**config.mk**
```make
export PLATFORM = sky130hd
export DESIGN_NAME = serdes_rx_boost_adapt_ctrl
export DESIGN_NICKNAME = d
export VERILOG_FILES = /design/src/core/rx_adapt_pkg.sv /design/src/core/serdes_rx_boost_adapt_ctrl.sv /design/src/core/prbs_gen.sv
export VERILOG_INCLUDE_DIRS = /design/src /design/src/core
export SDC_FILE = /design/constraint.sdc
export NUM_CORES = 1
export LEC_CHECK = 0
export BUFFER_PORTS_ARGS = -buffer_cell sky130_fd_sc_hd__buf_2
export CORE_ASPECT_RATIO = 1.2
export CORE_MARGIN = 3
export CORE_UTILIZATION = 65
export CTS_BUF_LIST = sky130_fd_sc_hd__clkbuf_8
export DETAILED_ROUTE_END_ITERATION = 6
export GPL_TIMING_DRIVEN = 1
export HOLD_SLACK_MARGIN = 0.12
export PLACE_DENSITY = 0.95
export REMOVE_ABC_BUFFERS = 1
export SYNTH_ARGS = -nofsm -noshare
export SYNTH_HDL_FRONTEND = slang
export SYNTH_HIERARCHICAL = 1
export SYNTH_SLANG_ARGS = --single-unit
```
**constraint.sdc**
```tcl
create_clock -name clock -period 5.1 [get_ports clock]
set_clock_uncertainty 0.15 [all_clocks]
set_input_delay 0.765 -clock clock [delete_from_list [all_inputs] [get_ports clock]]
set_output_delay 0.765 -clock clock [all_outputs]
set_load 0.01 [all_outputs]
```
**src/core/rx_adapt_cfg.svh**
```systemverilog
// constants for the receive equalizer adaptation controller
`ifndef RX_ADAPT_CFG_SVH
`define RX_ADAPT_CFG_SVH
`define ATTEN_W        4
`define BOOST_W        4
`define FBEQ_W         5
`define ATTEN_RESET    4'h8
`define BOOST_RESET    4'h8
`define FBEQ_RESET     5'h00
`define QUAL_ZEROS     6
`define QUAL_TAIL      3'h5
`define QUAL_COUNT_W   8
`define QUAL_NEEDED    8'h10
`define ERR_THRESH     8'h08
`define RATE_BOOST_MIN 3'h2
`define PRBS23_TAP_A   22
`define PRBS23_TAP_B   17
`define PRBS31_TAP_A   30
`define PRBS31_TAP_B   27
`endif

```
**src/core/rx_adapt_pkg.sv**
```systemverilog
// types for the receive equalizer adaptation controller
package rx_adapt_pkg;
  typedef enum logic [2:0] {
    RATE_1G25 = 3'h0,
    RATE_3G125 = 3'h1,
    RATE_5G = 3'h2,
    RATE_6G25 = 3'h3,
    RATE_10G = 3'h4
  } lineRate_t;
  typedef enum logic [1:0] {
    PRBS_OFF = 2'h0,
    PRBS_23 = 2'h1,
    PRBS_31 = 2'h2
  } prbsSel_t;
  typedef enum logic [1:0] {
    ST_IDLE = 2'b00,
    ST_GATHER = 2'b01,
    ST_APPLY = 2'b11
  } adaptState_t;
endpackage

```
**src/core/serdes_rx_boost_adapt_ctrl.sv**
```systemverilog
// receive equalizer adaptation controller for one serial lane
// Behaviour
// auto mode adapts attenuation, boost, feedback equalizer
// qualify boost on six zeros then 101
// need many hits on odd and even
// no pattern: boost kept, no flag raised
// self test makes prbs-23 and prbs-31
// boost adapted at five gigabit and above
// 8b/10b traffic lacks pattern at speed
// software disables auto, loads fixed values
// software sweeps values under prbs test
// software captures adapted values after prbs
// select drives equalizer: adapted or fixed; feedback equalizer always driven with the adapted value
`timescale 1ns/1ps
`include "rx_adapt_cfg.svh"
module serdes_rx_boost_adapt_ctrl
(
  // clock and reset
  input  wire logic                    clock,
  input  wire logic                    reset,
  // received data, two bits per cycle: [0] even, [1] odd
  input  wire logic [1:0]              rxBits,
  input  wire logic                    rxValid,
  // error hints from the slicer
  input  wire logic                    eyeLow,
  input  wire logic                    eyeHigh,
  // software control
  input  wire logic                    autoAdaptEn,
  input  wire rx_adapt_pkg::lineRate_t lineRate,
  input  wire rx_adapt_pkg::prbsSel_t  prbsSel,
  input  wire logic [`ATTEN_W-1:0]     fixedAttenuation,
  input  wire logic [`BOOST_W-1:0]     fixedBoost,
  // equalizer settings to the analog path
  output logic [`ATTEN_W-1:0]          rx_attenuation_setting,
  output logic [`BOOST_W-1:0]          boostSetting,
  output logic [`FBEQ_W-1:0]           decision_feedback_equalizer,
  // readback of adapted values and self test
  output logic [`ATTEN_W-1:0]          adaptedAttenuation,
  output logic [`BOOST_W-1:0]          adaptedBoost,
  output logic                         prbsOut
);
  import rx_adapt_pkg::*;

  ////////////////////////////////////////////////////////////////////////
  // pattern detector: history of 8 older bits plus the two new ones
  logic [7:0]                hist_q, hist_d;
  logic [9:0]                win;
  logic                      hitEven, hitOdd;

  assign win = {hist_q, rxBits[0], rxBits[1]};

  always_comb
  begin
    hist_d  = rxValid ? win[7:0] : hist_q;
    // oldest bit at msb; pattern 000000101 is nine bits
    hitEven = rxValid && (win[9:1] == {6'h00, `QUAL_TAIL});
    hitOdd  = rxValid && (win[8:0] == {6'h00, `QUAL_TAIL});
  end

  always_ff @(posedge clock)
  begin
    if (reset)
      hist_q <= 8'hff;
    else
      hist_q <= hist_d;
  end

  ////////////////////////////////////////////////////////////////////////
  // adaptation state machine and counters
  adaptState_t               st_q, st_d;
  logic [`QUAL_COUNT_W-1:0]  evenCnt_q, evenCnt_d, oddCnt_q, oddCnt_d;
  logic [`QUAL_COUNT_W-1:0]  vote_q, vote_d;
  logic [`ATTEN_W-1:0]       atten_q, atten_d;
  logic [`BOOST_W-1:0]       boost_q, boost_d;
  logic [`FBEQ_W-1:0]        fbeq_q, fbeq_d;
  logic                      boostNeeded;
  logic                      enough;

  // only at five gigabit and up does boost matter enough to adapt
  assign boostNeeded = (lineRate >= lineRate_t'(`RATE_BOOST_MIN));
  assign enough = (evenCnt_q >= `QUAL_NEEDED) && (oddCnt_q >= `QUAL_NEEDED);

  always_comb
  begin
    st_d      = st_q;
    evenCnt_d = evenCnt_q;
    oddCnt_d  = oddCnt_q;
    vote_d    = vote_q;
    atten_d   = atten_q;
    boost_d   = boost_q;
    fbeq_d    = fbeq_q;
    unique case (st_q)
      ST_IDLE:
      begin
        if (autoAdaptEn)
          st_d = ST_GATHER;
      end
      ST_GATHER:
      begin
        if (hitEven && evenCnt_q != 8'hff)
          evenCnt_d = evenCnt_q + 8'h01;
        if (hitOdd && oddCnt_q != 8'hff)
          oddCnt_d = oddCnt_q + 8'h01;
        // vote: eyeHigh wants more boost, eyeLow wants less
        if (rxValid && eyeHigh && !eyeLow && vote_q != 8'hff)
          vote_d = vote_q + 8'h01;
        else if (rxValid && eyeLow && !eyeHigh && vote_q != 8'h00)
          vote_d = vote_q - 8'h01;
        // attenuation and feedback taps track without qualification
        if (rxValid && eyeHigh && atten_q != '0)
          atten_d = atten_q - 4'h1;
        if (rxValid && eyeLow && fbeq_q != '1)
          fbeq_d = fbeq_q + 5'h01;
        if (!autoAdaptEn)
          st_d = ST_IDLE;
        else if (enough)
          st_d = ST_APPLY;
      end
      ST_APPLY:
      begin
        // boost only moves after qualified training; otherwise held silently
        // vote is centred on 8'h80, so compare against bounds shifted by the threshold
        if (boostNeeded && vote_q >= 8'h80 + `ERR_THRESH && boost_q != '1)
          boost_d = boost_q + 4'h1; // see
        else if (boostNeeded && vote_q < 8'h80 - `ERR_THRESH && boost_q != '0)
          boost_d = boost_q - 4'h1;
        evenCnt_d = '0;
        oddCnt_d  = '0;
        vote_d    = 8'h80;
        st_d      = autoAdaptEn ? ST_GATHER : ST_IDLE;
      end
      default: st_d = ST_IDLE;
    endcase
  end

  always_ff @(posedge clock)
  begin
    if (reset)
    begin
      st_q      <= ST_IDLE;
      evenCnt_q <= '0;
      oddCnt_q  <= '0;
      vote_q    <= 8'h80;
      atten_q   <= `ATTEN_RESET;
      boost_q   <= `BOOST_RESET;
      fbeq_q    <= `FBEQ_RESET;
    end
    else
    begin
      st_q      <= st_d;
      evenCnt_q <= evenCnt_d;
      oddCnt_q  <= oddCnt_d;
      vote_q    <= vote_d;
      atten_q   <= atten_d;
      boost_q   <= boost_d;
      fbeq_q    <= fbeq_d;
    end
  end

  ////////////////////////////////////////////////////////////////////////
  // output select: adapted or software fixed attenuation and boost, adapted feedback equalizer
  logic [`ATTEN_W-1:0] attenOut_q, attenOut_d;
  logic [`BOOST_W-1:0] boostOut_q, boostOut_d;
  logic [`FBEQ_W-1:0]  fbeqOut_q, fbeqOut_d;

  // fixed mode lets software hold the equalizer for 8b/10b links
  always_comb
  begin
    attenOut_d = autoAdaptEn ? atten_q : fixedAttenuation; // see
    boostOut_d = autoAdaptEn ? boost_q : fixedBoost; // see
    fbeqOut_d  = fbeq_q;
  end

  always_ff @(posedge clock)
  begin
    if (reset)
    begin
      attenOut_q <= `ATTEN_RESET;
      boostOut_q <= `BOOST_RESET;
      fbeqOut_q  <= `FBEQ_RESET;
    end
    else
    begin
      attenOut_q <= attenOut_d;
      boostOut_q <= boostOut_d;
      fbeqOut_q  <= fbeqOut_d;
    end
  end

  assign rx_attenuation_setting      = attenOut_q;
  assign boostSetting                = boostOut_q;
  assign decision_feedback_equalizer = fbeqOut_q;
  assign adaptedAttenuation          = atten_q;
  assign adaptedBoost                = boost_q;

  ////////////////////////////////////////////////////////////////////////
  // self test source used for sweeps and capture runs
  prbs_gen u_prbs
  (
    .clock   (clock),
    .reset   (reset),
    .sel     (prbsSel),
    .prbsBit (prbsOut) // see
  );
endmodule // serdes_rx_boost_adapt_ctrl

```
**src/core/prbs_gen.sv**
```systemverilog
// prbs-23 / prbs-31 generator for self test
`timescale 1ns/1ps
`include "rx_adapt_cfg.svh"
module prbs_gen
(
  // clock and reset
  input  wire logic               clock,
  input  wire logic               reset,
  // control
  input  wire rx_adapt_pkg::prbsSel_t sel,
  // stream
  output logic                    prbsBit
);
  import rx_adapt_pkg::*;
  logic [30:0] lfsr_q;
  logic [30:0] lfsr_d;
  logic        fb;
  logic        bit_q;
  logic        bit_d;

  always_comb
  begin
    fb = 1'b0;
    unique case (sel)
      PRBS_23: fb = lfsr_q[`PRBS23_TAP_A] ^ lfsr_q[`PRBS23_TAP_B];
      PRBS_31: fb = lfsr_q[`PRBS31_TAP_A] ^ lfsr_q[`PRBS31_TAP_B];
      default: fb = 1'b0;
    endcase
    lfsr_d = (sel == PRBS_OFF) ? lfsr_q : {lfsr_q[29:0], fb};
    bit_d  = (sel == PRBS_OFF) ? 1'b0 : fb;
  end

  always_ff @(posedge clock)
  begin
    if (reset)
    begin
      lfsr_q <= 31'h7fffffff;
      bit_q  <= 1'b0;
    end
    else
    begin
      lfsr_q <= lfsr_d;
      bit_q  <= bit_d;
    end
  end

  assign prbsBit = bit_q;
endmodule // prbs_gen

```
After elaboration in Yosys (flattened, before gate mapping)
Index checks and enable logic that the tools add are counted.
{"block": "op_classes", "n_eq_ne": 16, "n_lt_le_gt_ge": 5, "n_bitwise": 2, "muxes": 17, "reduce_logical": 34, "addsub": 8}
{"cell": "$pmux W8 S2", "count": 3}
{"cell": "$mux W8", "count": 4}
{"cell": "$add A8 B1 Y8 const B", "count": 3}
{"cell": "$ne A8 B8 Y1 const B", "count": 3}
{"cell": "$eq A9 B3 Y1 const B", "count": 2}
{"cell": "$logic_and A1 B1 Y1", "count": 17}
{"cell": "$ge A8 B5 Y1 const B", "count": 2}
{"cell": "$mux W4", "count": 4}
{"cell": "$reduce_and A2 Y1", "count": 7}
{"cell": "$ge A8 B8 Y1 const B", "count": 1}
{"cell": "$lt A8 B7 Y1 const B", "count": 1}
{"cell": "$reduce_bool A4 Y1", "count": 2}
{"cell": "$reduce_bool A8 Y1", "count": 1}
{"cell": "$sub A4 B1 Y4 const B", "count": 2}
{"cell": "$sub A8 B1 Y8 const B", "count": 1}
{"cell": "$mux W2", "count": 3}
{"cell": "$ne A2 B2 Y1 const B", "count": 3}
{"cell": "$ne A3 B3 Y1 const B", "count": 2}
{"cell": "$pmux W2 S3", "count": 1}
{"cell": "$add A5 B1 Y5 const B", "count": 1}
{"cell": "$ne A5 B5 Y1 const B", "count": 1}
{"cell": "$add A4 B1 Y4 const B", "count": 1}
{"cell": "$eq A2 B1 Y1 const B", "count": 2}
{"cell": "$eq A2 B2 Y1 const B", "count": 2}
{"cell": "other kinds (9)", "count": 13}
{"block": "totals", "reg_bits": 92, "inputBits": 21}

Logic depth before layout (Yosys ltp)
Gate-level depths: netlist of run 1.
{"block": "depth", "word_depth": 6, "ltp_mapped": 10, "depth_no_buf": 9}

Hierarchy
Netlist of run 1, hierarchy kept.
{"module": "serdes_rx_boost_adapt_ctrl", "cells_each": 329, "area_each_um2": 2954.1, "n_inst": 1, "seq_area_each_um2": 1201.2}
{"module": "prbs_gen", "cells_each": 113, "area_each_um2": 1258.7, "n_inst": 1, "seq_area_each_um2": 640.6}

Least setup slack after synthesis of run 1
OpenSTA, ideal clock, no wires.
{"block": "synth_path", "kind": "input to register", "startpoint": "input port rxValid", "endpoint": "register vote_q[7]", "required_time_ns": 4.817, "t_arrival_ns": 3.134, "setup_time_ns": 0.133, "path_stages": 10, "setup_slack_ns": 1.683, "path_buffers": 1, "path_cell_list": "buf_4 > nand2_1 > a211oi_1 > inv_1 > ha_1 > a211oi_1 > o211ai_1 > a31oi_1 > mux2i_1 > o221ai_1"}
{"block": "synth_via", "elab_chain_cells": 5, "word_cells_on_any_way": 10, "classes_between": "1 x eq/ne; 2 x mux; 7 x reduce/logical"}
{"element": "start, declared", "line": "serdes_rx_boost_adapt_ctrl.sv:23", "rtl": "input wire logic rxValid,"}
{"element": "$logic_and A1 B1 Y1 (on tied branches) (3 in a row)", "line": "serdes_rx_boost_adapt_ctrl.sv:105, serdes_rx_boost_adapt_ctrl.sv:107"}
{"element": "$mux W8 / $ne A3 B3 Y1 (equally long branches)"}
{"element": "$pmux W8 S2 / $reduce_and A2 Y1 (equally long branches)"}
{"element": "end signal, assigned", "line": "serdes_rx_boost_adapt_ctrl.sv:153", "rtl": "vote_q <= vote_d;"}
{"element": "end, declared", "line": "serdes_rx_boost_adapt_ctrl.sv:72", "rtl": "logic [`QUAL_COUNT_W-1:0] vote_q, vote_d;"}
Parallel ways exist; a longest one is shown, timed or not.
A chain may end at the register's enable or synchronous reset.

Final worst setup path of run 1
Same ends and word-level chain as after synthesis.

==> implementation parameters, run 1 <==
Parameter                              Value

Outcome
  Result of the run ... finished, final reports clean

Drt
  DR DRC count ... 0
  Final routed wire length divided by cell count ... roughly 15 um
  Ratio of routed vias to standard cells ... between 5 and 6
  Iteration-0 DRC count of the detailed router ... approximately 240
  Number of optimization iterations in the first detailed-route pass ... 4
  Post-DRT Antenna Nets ... 0
  Final routed wirelength across all metal layers ... approximately 8300 um
  Routed via count ... 3,291

Timing
  Headroom to the max-slew limit ... 34.7%
  Final Max Tran Viols ... 0
  Post-route minimum period ... around 3700 ps
  Final setup violation count ... 0
  Total Negative Setup Slacks ... 0 ps
  Slew at the pin closest to its max-slew limit ... slightly below 1000 ps
  Final count of hold timing violations ... 0
  Portion of the clock cycle consumed by the worst path in the final layout ... roughly 72%
  Setup repair after global routing missed its margin ... no
  Highest clock frequency the design can meet ... around 0.27 GHz

Job
  Max Cap Viol ... 0

Hold path
  Class of the tightest hold or removal check ... reg -> reg

Clock tree
  # H-tree levels ... 3
  PostCTS Resize Cnt ... 0
  Clock sink count ... 92
  TritonCTS clock tree ... built
  Clock slew seen by the registers of the worst setup and hold paths ... 90 ps
  Number of buffers added to fix hold violations after cts ... 0
  Clock Latency Late Sink ... 360 ps
  Clock root buffer ... clkbuf_8
  Clock buffers created by TritonCTS ... 9
  Number of buffers inserted by post-CTS setup repair ... 0
  Number of buffers on the longest clock path ... 2

Critical path
  Data required time at the worst endpoint ... approximately 5200 ps
  R2r endpoint ... vote_q[7]$_SDFFE_PP1P_
  Type of the setup path with the least slack ... in -> reg
  Worst setup SP type ... input port
  Type of element capturing the critical path ... register
  Crit. Startpoint ... rxValid
  Capturing instance or port of the critical path ... vote_q[7]$_SDFFE_PP1P_
  Crit-path max FO ... 11
  Arrival time of the worst setup path ... approximately 3800 ps
  Source of the worst register-to-register timing path ... vote_q[7]$_SDFFE_PP1P_
  Setup slack of the worst register-to-register path ... 1710 ps
  Worst reg2reg path depth ... 9

Finish
  Antenna Cells ... 0
  Area Overhead vs Synth ... 9.27%
  Layout cells sized above 1 ... between 10% and 20%
  Total number of nets in the final design ... between 500 and 600
  Final Instance Area ... ~4600 um^2

Place
  Total of buffers placed on input and output ports ... 41
  Detailed placer's ending HPWL ... between 5000 and 6000 um
  Post-detailed-placement cell area ... around 4400 um^2
  Global placement routability congestion ... 0.859

GRT
  Aggregate global-route resource usage ... 24.4%
  First-pass GRT wire length ... roughly 15,000 um
  Vias in the first global route ... 3,274
  Global route total overflow ... 0
  Pin count of the biggest net entering global routing ... between 60 and 70
  Antenna violations before repair ... 0

Die
  Floorplan die area ... between 7000 and 8000 um^2
  Core area ... between 6000 and 7000 um^2
  Core Rows ... 31
  Num ports ... 43
  Width of the die ... just under 80 um
  Y dimension of the die ... about 94 um
  Starting utilization of the core area ... 68.3%

Yosys
  Number of flip-flops and latches in the synthesized netlist ... 92
  Post-Syn Instances ... ~440
  Proportion of register bits with asynchronous set or reset after synthesis ... 0%
  Post-synth top area share ... a little over two fifths
  Library cell with the largest summed area after synthesis ... dfxtp_1
  Netlist Area Pre-Place ... roughly 4200 um^2
  Cell variety after synth ... between 40 and 50
  Dominant cell by count in the synthesized netlist ... dfxtp_1
  Synthesized area divided by synthesized cell count ... between 9 and 10 um^2
  Dominant cells by area after synthesis ... dfxtp_1 (44%), a211o_1 (6.2%), mux2i_1 (6.2%)
  Number of warnings reported in the yosys synthesis log ... 6
  Top_reg_cell synth ... dfxtp_1
  List of most frequent post-synthesis cells ... dfxtp_1 (92), nor2_1 (34), nor2b_1 (34)
  Number of enable-type register cells in the synthesized netlist ... 0
  Share of the yosys chip area belonging to registers ... between 40 and 50%

Pwr
  Leak pwr ... ~1.9 nW
  Maximum vdd ir drop ... roughly 240 uV
  PwrDens ... 293 nW/um^2
final cells by class:
cell class | count | area [um^2]
clock inverter | 7 | 60.1
clock buffer | 9 | 124
inverter | 21 | 78.8
multi-input combinational | 311 | 2180
timing repair buffer | 42 | 213
sequential | 92 | 1840
tap | 82 | 103
fill | 403 | 1560
per-stage QoR:
| step | std cells | setup WS (ps) | util [%] | hold slack, ps | total power, mW |
|---|---|---|---|---|---|
| final | 564 | 1420 | 74.6 | 315 | 1.35 |
| after global routing | 564 | 1090 | 74.6 | 335 | 1.41 |
| after CTS | 564 | 1450 | 74.6 | 317 | 1.36 |
| after detailed placement | 548 | 1100 | 71.7 | 296 | 0.906 |
| after global placement | 548 | 1250 | 71.7 | 290 | 0.896 |
| after floorplan | 424 | 1880 | - | 279 | 0.861 |
power by group:
part	total [mW]	switching (mW)	internal, mW
registers	0.760	0.0167	0.743
logic	0.131	0.0715	0.0591
clock network	0.457	0.271	0.185
total	1.35	0.359	0.988
sequential cells by signal, summed over array words and instances (netlist names):
register	count
u_prbs/lfsr_q	31
evenCnt_q	8
hist_q	8
oddCnt_q	8
vote_q	8
decision_feedback_equalizer	5
fbeqOut_d	5
adaptedAttenuation	4
adaptedBoost	4
boostSetting	4
rx_attenuation_setting	4
st_q	2
u_prbs/prbsBit	1
logic make-up after synthesis:
family          Yosys count  share of synthesized area, %
flops                    92                          43.7
mux                      26                          6.18
buf+inv                  39                          4.51
fa+ha+maj                20                          6.30
xor+xnor                 14                          2.91
compound gates           92                          15.7
simple gates            159                          20.7
worst min-delay path by stage:
stage                                         from                        endpoint  slack, ps  cells past startpoint
finish               u_prbs/lfsr_q[9]$_SDFFE_PP1P_   u_prbs/lfsr_q[9]$_SDFFE_PP1P_        310                      1
global route         u_prbs/lfsr_q[5]$_SDFFE_PP1P_   u_prbs/lfsr_q[5]$_SDFFE_PP1P_        340                      1
CTS                 u_prbs/lfsr_q[18]$_SDFFE_PP1P_  u_prbs/lfsr_q[18]$_SDFFE_PP1P_        320                      1
detailed placement   u_prbs/lfsr_q[2]$_SDFFE_PP1P_   u_prbs/lfsr_q[2]$_SDFFE_PP1P_        300                      1
global placement     u_prbs/lfsr_q[1]$_SDFFE_PP1P_   u_prbs/lfsr_q[1]$_SDFFE_PP1P_        290                      1
floorplan            u_prbs/lfsr_q[0]$_SDFFE_PP1P_   u_prbs/lfsr_q[0]$_SDFFE_PP1P_        280                      2
cells in the final DEF, fill, tap and decap left out, types with 2 or more instances in the layout:
cell type / count
inv_8: 2
o31ai_1: 5
a21o_1: 3
or4_1: 9
a21oi_1: 19
nand2_1: 26
nor2b_1: 34
fa_1: 2
buf_2: 41
nor3_1: 4
nand3_1: 14
nor2_1: 34
o21ai_0: 14
and3_1: 2
nor4_1: 5
inv_1: 21
dfxtp_1: 92
or3_1: 9
clkinvlp_4: 2
a31oi_1: 2
xor2_1: 8
nand2b_1: 5
o2111a_1: 2
ha_1: 17
nand4_1: 4
a211o_1: 30
xnor2_1: 6
a211oi_1: 6
mux2i_1: 26
clkbuf_8: 9
and2b_1: 4
and4_1: 2
o211ai_1: 2
routing by layer:
metal	track usage (%)	routed length, um	vias to the layer above
met2	44.3	4480	58
met3	5.28	244	20
met5	0	0	-
met1	27.1	3430	1556
met4	10.3	176	0
li1	-	-	1657
worst max-delay path, stage by stage:
cell and delay (ps):
buf_2 300, nand2_1 150, a211oi_1 680, inv_1 320, ha_1 370, a211oi_1 350, o211ai_1 150, a31oi_1 300
mux2i_1 240, o221ai_1 140
No activity file was read; power rests on OpenSTA's default activity.
==> run 2, diff against run 1 <==
--- a/config.mk
+++ b/config.mk
@@ -9,12 +9,12 @@
 export BUFFER_PORTS_ARGS = -buffer_cell sky130_fd_sc_hd__buf_2
 export CORE_ASPECT_RATIO = 1.2
 export CORE_MARGIN = 3
-export CORE_UTILIZATION = 65
+export CORE_UTILIZATION = 55
 export CTS_BUF_LIST = sky130_fd_sc_hd__clkbuf_8
 export DETAILED_ROUTE_END_ITERATION = 6
 export GPL_TIMING_DRIVEN = 1
 export HOLD_SLACK_MARGIN = 0.12
-export PLACE_DENSITY = 0.95
+export PLACE_DENSITY = 0.87
 export REMOVE_ABC_BUFFERS = 1
 export SYNTH_ARGS = -nofsm -noshare
 export SYNTH_HDL_FRONTEND = slang
==> constraint.sdc (replaced) <==
create_clock -name clock -period 3.35 [get_ports clock]
set_clock_uncertainty 0.15 [all_clocks]
set_input_delay 0.5025 -clock clock [delete_from_list [all_inputs] [get_ports clock]]
set_output_delay 0.5025 -clock clock [all_outputs]
set_load 0.01 [all_outputs]
==> implementation parameters, run 2 (synthesized netlist as in run 1, its figures left out) <==
Parameter                              Value

Finish
  Multi-input logic area ... 2180 um^2 (-0.11%)
  Final core utilization ... 63.3% (-11 points)
  Area Overhead vs Synth ... 10.6%
  Flip-flop count of the largest register, all copies and words added ... 31 (unchanged)
  Total number of nets in the final design ... 522 (+0.77%)
  Total area of sequential cells ... 1840 um^2 (unchanged)
  Highest-count cells in the layout ignoring fill and taps ... dfxtp_1 (92), buf_2 (41), nor2_1 (34), nor2b_1 (34), a211o_1 (30)
  Most frequent standard cell in the layout excluding fill and tap cells ... dfxtp_1
  Layout cells sized above 1 ... 13.4% (+0.51 points)
  Finished Layout Cells ... 576 (+2.1%)
  Count of filler cells inserted in the layout ... 584 (+45%)
  Antenna Cells ... 0 (unchanged)
  Register name with the most flops ... u_prbs/lfsr_q
  Final Instance Area ... 4660 um^2 (+1.3%)

Clock tree
  Clock slew seen by the registers of the worst setup and hold paths ... 90 ps (about the same)
  PostCTS Resize Cnt ... 0 (unchanged)
  Number of buffers added to fix hold violations after cts ... 0 (unchanged)
  Clock root buffer ... clkbuf_8
  # H-tree levels ... 3 (unchanged)
  Clock Latency Late Sink ... 360 ps (about the same)
  Number of buffers inserted by post-CTS setup repair ... 0 (unchanged)
  Clock sink count ... 92 (unchanged)
  TritonCTS clock tree ... built
  Number of buffers on the longest clock path ... 2 (unchanged)
  Clock buffers created by TritonCTS ... 9 (unchanged)

Critical path
  Data required time at the worst endpoint ... 3430 ps (-1760 ps)
  Type of element capturing the critical path ... register
  Type of the setup path with the least slack ... reg -> reg
  Worst reg2reg path depth ... 9 (unchanged)
  Worst setup SP type ... register
  Arrival time of the worst setup path ... 2980 ps (-790 ps)
  Crit-path max FO ... 6 (-5)
  Source of the worst register-to-register timing path ... vote_q[7]$_SDFFE_PP1P_
  Crit. Startpoint ... vote_q[7]$_SDFFE_PP1P_

Drt
  Number of optimization iterations in the first detailed-route pass ... 4 (unchanged)
  Post-DRT Antenna Nets ... 0 (unchanged)
  Final routed wirelength across all metal layers ... 8070 um (-3.1%)
  Ratio of routed vias to standard cells ... 5.74 (-1.6%)
  Iteration-0 DRC count of the detailed router ... 161 (-33%)
  Final routed wire length divided by cell count ... 14.0 um (-5.2%)
  DR DRC count ... 0 (unchanged)
  Routed via count ... 3,306 (+0.46%)

Pwr
  Maximum vdd ir drop ... 489 uV (+100%)
  PwrDens ... 457 nW/um^2 (+56%)
  Leak pwr ... 1.92 nW (+1.8%)
  Tot Pwr ... 2.13 mW (+58%)

Place
  Detailed placer's ending HPWL ... 5670 um (-3.5%)
  Number of placed instances, taps included ... 560 (+2.2%)
  Post-placement worst setup slack ... 418 ps (-681 ps)
  Post-detailed-placement cell area ... 4460 um^2 (+0.85%)
  Global placement routability congestion ... 0.885 (+3.0%)
  Total of buffers placed on input and output ports ... 41 (unchanged)

Die
  Core Rows ... 34 (+9.7%)
  Width of the die ... 85.9 um (+8.1%)
  Core area ... 7360 um^2 (+19%)
  Y dimension of the die ... 102 um (+8.2%)
  Starting utilization of the core area ... 57.2% (-11 points)
  Floorplan die area ... 8750 um^2 (+17%)
  Num ports ... 43 (unchanged)

Hold path
  Worst hold path depth ... 3 (+2)
  Beginning of the worst hold path ... fixedBoost[0]
  Class of the tightest hold or removal check ... in -> reg

GRT
  Pin count of the biggest net entering global routing ... 61 (-3.2%)
  Aggregate global-route resource usage ... 19.3% (-5.1 points)
  First-pass GRT wire length ... 13,800 um (-5.0%)
  Vias in the first global route ... 3,193 (-2.5%)
  Global route total overflow ... 0 (unchanged)
  Antenna violations before repair ... 0 (unchanged)

Timing
  Total Negative Setup Slacks ... 0 ps (unchanged)
  Slew at the pin closest to its max-slew limit ... 741 ps (-239 ps)
  Portion of the clock cycle consumed by the worst path in the final layout ... just under 90%
  Worst setup margin ... 455 ps (-960 ps)
  Final Max Tran Viols ... 0 (unchanged)
  Final count of hold timing violations ... 0 (unchanged)
  Final setup violation count ... 0 (unchanged)
  Worst Hold Margin ... 228 ps (-86.9 ps)
  Headroom to the max-slew limit ... 50.5% (+16 points)
  Post-route minimum period ... 2890 ps
  Highest clock frequency the design can meet ... about 0.35 GHz
  Setup repair after global routing missed its margin ... no

Outcome
  Result of the run ... finished, final reports clean

Job
  Max Cap Viol ... 0 (unchanged)
run 2: cell count changes in the layout (fill, tap and decap cells not counted), sizes merged:
cell      before  now
clkinv         2    1
inv           24   25
buf           42   46
bufinv         0    1
clkinvlp       2    1
run 2: critical path, cell delays in order, from the launching register on:
cell and delay [ps]:
dfxtp_1 360, and4_1 210, a211oi_1 300, inv_1 200, ha_1 370, nor2b_1 160
o21ai_0 350, a2111oi_0 190, a311oi_1 350, o21ai_0 140
run 2: routing by layer:
| layer | vias up | GRT usage, % | wire length (um) |
|---|---|---|---|
| li1 | 1651 | - | - |
| met1 | 1570 | 22.7 | 3490 |
| met2 | 76 | 34.9 | 4190 |
| met3 | 9 | 4.27 | 301 |
| met4 | 0 | 5.72 | 86 |
| met5 | - | 0 | 0 |
run 2: where the power goes:
group / internal [mW] / switching [mW] / leakage (nW)
Sequential: 1.13 / 0.0246 / 0.751
Clock: 0.357 / 0.416 / 0.103
Combinational: 0.0920 / 0.109 / 1.07
Total: 1.58 / 0.550 / 1.92
run 2: worst paths after layout:
kind,to,slack [ps]
max,vote_q[6]$_SDFFE_PP0P_,460
min,boostSetting[0]$_SDFF_PP0_,230
max reg2reg,vote_q[6]$_SDFFE_PP0P_,460
min reg2reg,u_prbs/lfsr_q[19]$_SDFFE_PP1P_,320
run 2: cell type report:
cell class                      instances  share of cell area, %
Clock buffer                            9                   2.66
Clock inverter                          7                   1.72
Inverter                               21                   1.69
Multi-Input combinational cell        311                   46.8
Sequential cell                        92                   39.5
Tap cell                               90                   2.42
Timing Repair Buffer                   46                   5.21
==> run 3, diff against run 2 <==
==> constraint.sdc (replaced) <==
create_clock -name clock -period 2.6 [get_ports clock]
set_clock_uncertainty 0.15 [all_clocks]
set_input_delay 0.39 -clock clock [delete_from_list [all_inputs] [get_ports clock]]
set_output_delay 0.39 -clock clock [all_outputs]
set_load 0.05 [all_outputs]
==> implementation parameters, run 3 (synthesized netlist as in run 1, its figures left out) <==
Parameter                              Value

Timing
  Final Max Tran Viols ... 0 (unchanged)
  Post-route minimum period ... 2490 ps (-402 ps)
  Portion of the clock cycle consumed by the worst path in the final layout ... 95.9% (+9.5 points)
  Highest clock frequency the design can meet ... 0.401 GHz (+16%)
  Slew at the pin closest to its max-slew limit ... 602 ps (-138 ps)
  Final count of hold timing violations ... 0 (unchanged)
  Final setup violation count ... 0 (unchanged)
  Headroom to the max-slew limit ... 59.6% (+9.1 points)
  Worst setup margin ... 107 ps (-348 ps)
  Setup repair after global routing missed its margin ... no
  Total Negative Setup Slacks ... 0 ps (unchanged)

Hold path
  Worst hold path depth ... 3 (unchanged)
  Class of the tightest hold or removal check ... in -> reg

Die
  Starting utilization of the core area ... 57.2% (unchanged)
  Num ports ... 43 (unchanged)
  Y dimension of the die ... 102 um (unchanged)
  Core area ... 7360 um^2 (unchanged)
  Width of the die ... 85.9 um (unchanged)
  Floorplan die area ... 8750 um^2 (unchanged)
  Core Rows ... 34 (unchanged)

Finish
  Layout cells sized above 1 ... 20.5% (+7.1 points)
  Flip-flop count of the largest register, all copies and words added ... 31 (unchanged)
  Antenna Cells ... 0 (unchanged)
  Count of filler cells inserted in the layout ... 565 (-3.3%)
  Highest-count cells in the layout ignoring fill and taps ... dfxtp_1 (92), buf_2 (41), nor2_1 (33), nor2b_1 (33), a211o_1 (30)
  Area Overhead vs Synth ... 17.3%
  Register name with the most flops ... u_prbs/lfsr_q
  Most frequent standard cell in the layout excluding fill and tap cells ... dfxtp_1
  Total number of nets in the final design ... 544 (+4.2%)
  Final Instance Area ... 4940 um^2 (+6.0%)

GRT
  First-pass GRT wire length ... 14,700 um (+6.3%)
  Global route total overflow ... 0 (unchanged)
  Antenna violations before repair ... 0 (unchanged)
  Vias in the first global route ... 3,280 (+2.7%)
  Aggregate global-route resource usage ... 20.8% (+1.5 points)
  Pin count of the biggest net entering global routing ... 39 (-36%)

Critical path
  Sequence of cells on the critical path ... and4_1, a211oi_2, inv_2, ha_2, nor2b_4, o21ai_1, a21o_1, a311oi_2, o21ai_0
  Worst setup SP type ... register
  Crit-path max FO ... 4 (-2)
  Worst reg2reg path depth ... 9 (unchanged)
  Type of element capturing the critical path ... register
  Longest individual stage delay on the worst path ... 380 ps (about the same)
  Max stage delay cell, worst path ... ha_2
  Arrival time of the worst setup path ... 2580 ps (-400 ps)
  Data required time at the worst endpoint ... 2690 ps (-740 ps)
  Type of the setup path with the least slack ... reg -> reg

Drt
  Final routed wire length divided by cell count ... 15.0 um (+7.2%)
  Number of optimization iterations in the first detailed-route pass ... 6 (+2)
  Iteration-0 DRC count of the detailed router ... 227 (+41%)
  Ratio of routed vias to standard cells ... 5.80 (+1.0%)
  Final routed wirelength across all metal layers ... 8980 um (+11%)
  Post-DRT Antenna Nets ... 0 (unchanged)
  Routed via count ... 3,468 (+4.9%)
  DR DRC count ... 0 (unchanged)

Place
  Post-placement worst setup slack ... -169 ps (-587 ps)
  Post-detailed-placement cell area ... 4600 um^2 (+3.2%)
  Global placement routability congestion ... 0.922 (+4.2%)
  Total of buffers placed on input and output ports ... 41 (unchanged)
  Detailed placer's ending HPWL ... 6150 um (+8.6%)

Clock tree
  TritonCTS clock tree ... built
  # H-tree levels ... 3 (unchanged)
  Clock buffers created by TritonCTS ... 9 (unchanged)
  Clock Latency Late Sink ... 350 ps (about the same)
  Number of buffers on the longest clock path ... 2 (unchanged)
  Clock root buffer ... clkbuf_8
  Clock slew seen by the registers of the worst setup and hold paths ... 90 ps (about the same)
  Clock sink count ... 92 (unchanged)

Pwr
  Maximum vdd ir drop ... 443 uV (-9.4%)
  Leak pwr ... 2.05 nW (+6.5%)
  PwrDens ... 571 nW/um^2 (+25%)

Outcome
  Result of the run ... finished, final reports clean

Job
  Max Cap Viol ... 0 (unchanged)
-- run 3: changes by cell type in the layout (fill, tap and decap cells not counted), sizes merged --
cell and change:
dlygate4sd3 +1, inv -3, buf +21, clkbuf +2, clkinvlp +1
-- run 3: layer usage --
layer  GRT usage (%)  up-vias  share of wire (%)
li1                -     1704                  -
met1            25.3     1661                 42
met2            36.8       88                 52
met3            3.06       15                3.8
met4            8.28        0                1.8
met5               0        -                  0
-- run 3: layout make-up --
class	count	area [um^2]	area share [%]
multi-input cells	311	2290	46.3
flip-flops and latches	92	1840	37.3
repair buffers	68	410	8.31
clock buffers	11	151	3.06
well taps	90	113	2.28
inverters	21	78.8	1.60
clock inverters	5	58.8	1.19
-- run 3: path summary, 6_finish.rpt --
path,startpoint,to,slack [ps]
setup reg to reg,vote_q[6]$_SDFFE_PP0P_,vote_q[6]$_SDFFE_PP0P_,110
hold reg to reg,u_prbs/lfsr_q[12]$_SDFFE_PP1P_,u_prbs/lfsr_q[12]$_SDFFE_PP1P_,310
hold / removal,fixedAttenuation[0],rx_attenuation_setting[0]$_SDFF_PP0_,130
setup / recovery,vote_q[6]$_SDFFE_PP0P_,vote_q[6]$_SDFFE_PP0P_,110
-- run 3: critical path: cells and delay by family, from the launching register on --
kind	cells	cell delay (ps)
buffers and inverters	1	100
AO/OA/AOI/OAI	5	1050
AND/OR/NAND/NOR	2	400
flip-flops	1	320
adder cells (fa/ha/maj)	1	380
-- run 3: where the power goes --
part,total [mW],switching (mW),internal [mW],leakage (nW)
combinational,0.338,0.189,0.149,1.19
clock,0.998,0.499,0.499,0.102
sequential,1.49,0.0294,1.46,0.751
total,2.82,0.717,2.11,2.05
-- run 3: repair_timing --
| item | CTS | global route |
|---|---|---|
| gates cloned | 0 | 0 |
| hold buffers | 1 | 0 |
| hold endpoints to repair | 1 | 0 |
| setup endpoints to repair | 2 | 3 |
| resized for setup | 3 | 22 |
| buffers inserted | 1 | 1 |
| pin swaps | 2 | 6 |
-- run 3: through the flow --
stage                     hold slack [ps]  total power [mW]  utilization (%)  instances
final                                 133              2.82             67.1        598
after global routing                  139              2.93             67.1        598
after CTS                             122              2.81             65.8        597
after detailed placement              294              1.82             62.5        579
after global placement                287              1.81             62.5        579
after floorplan                       279              1.71                -        424
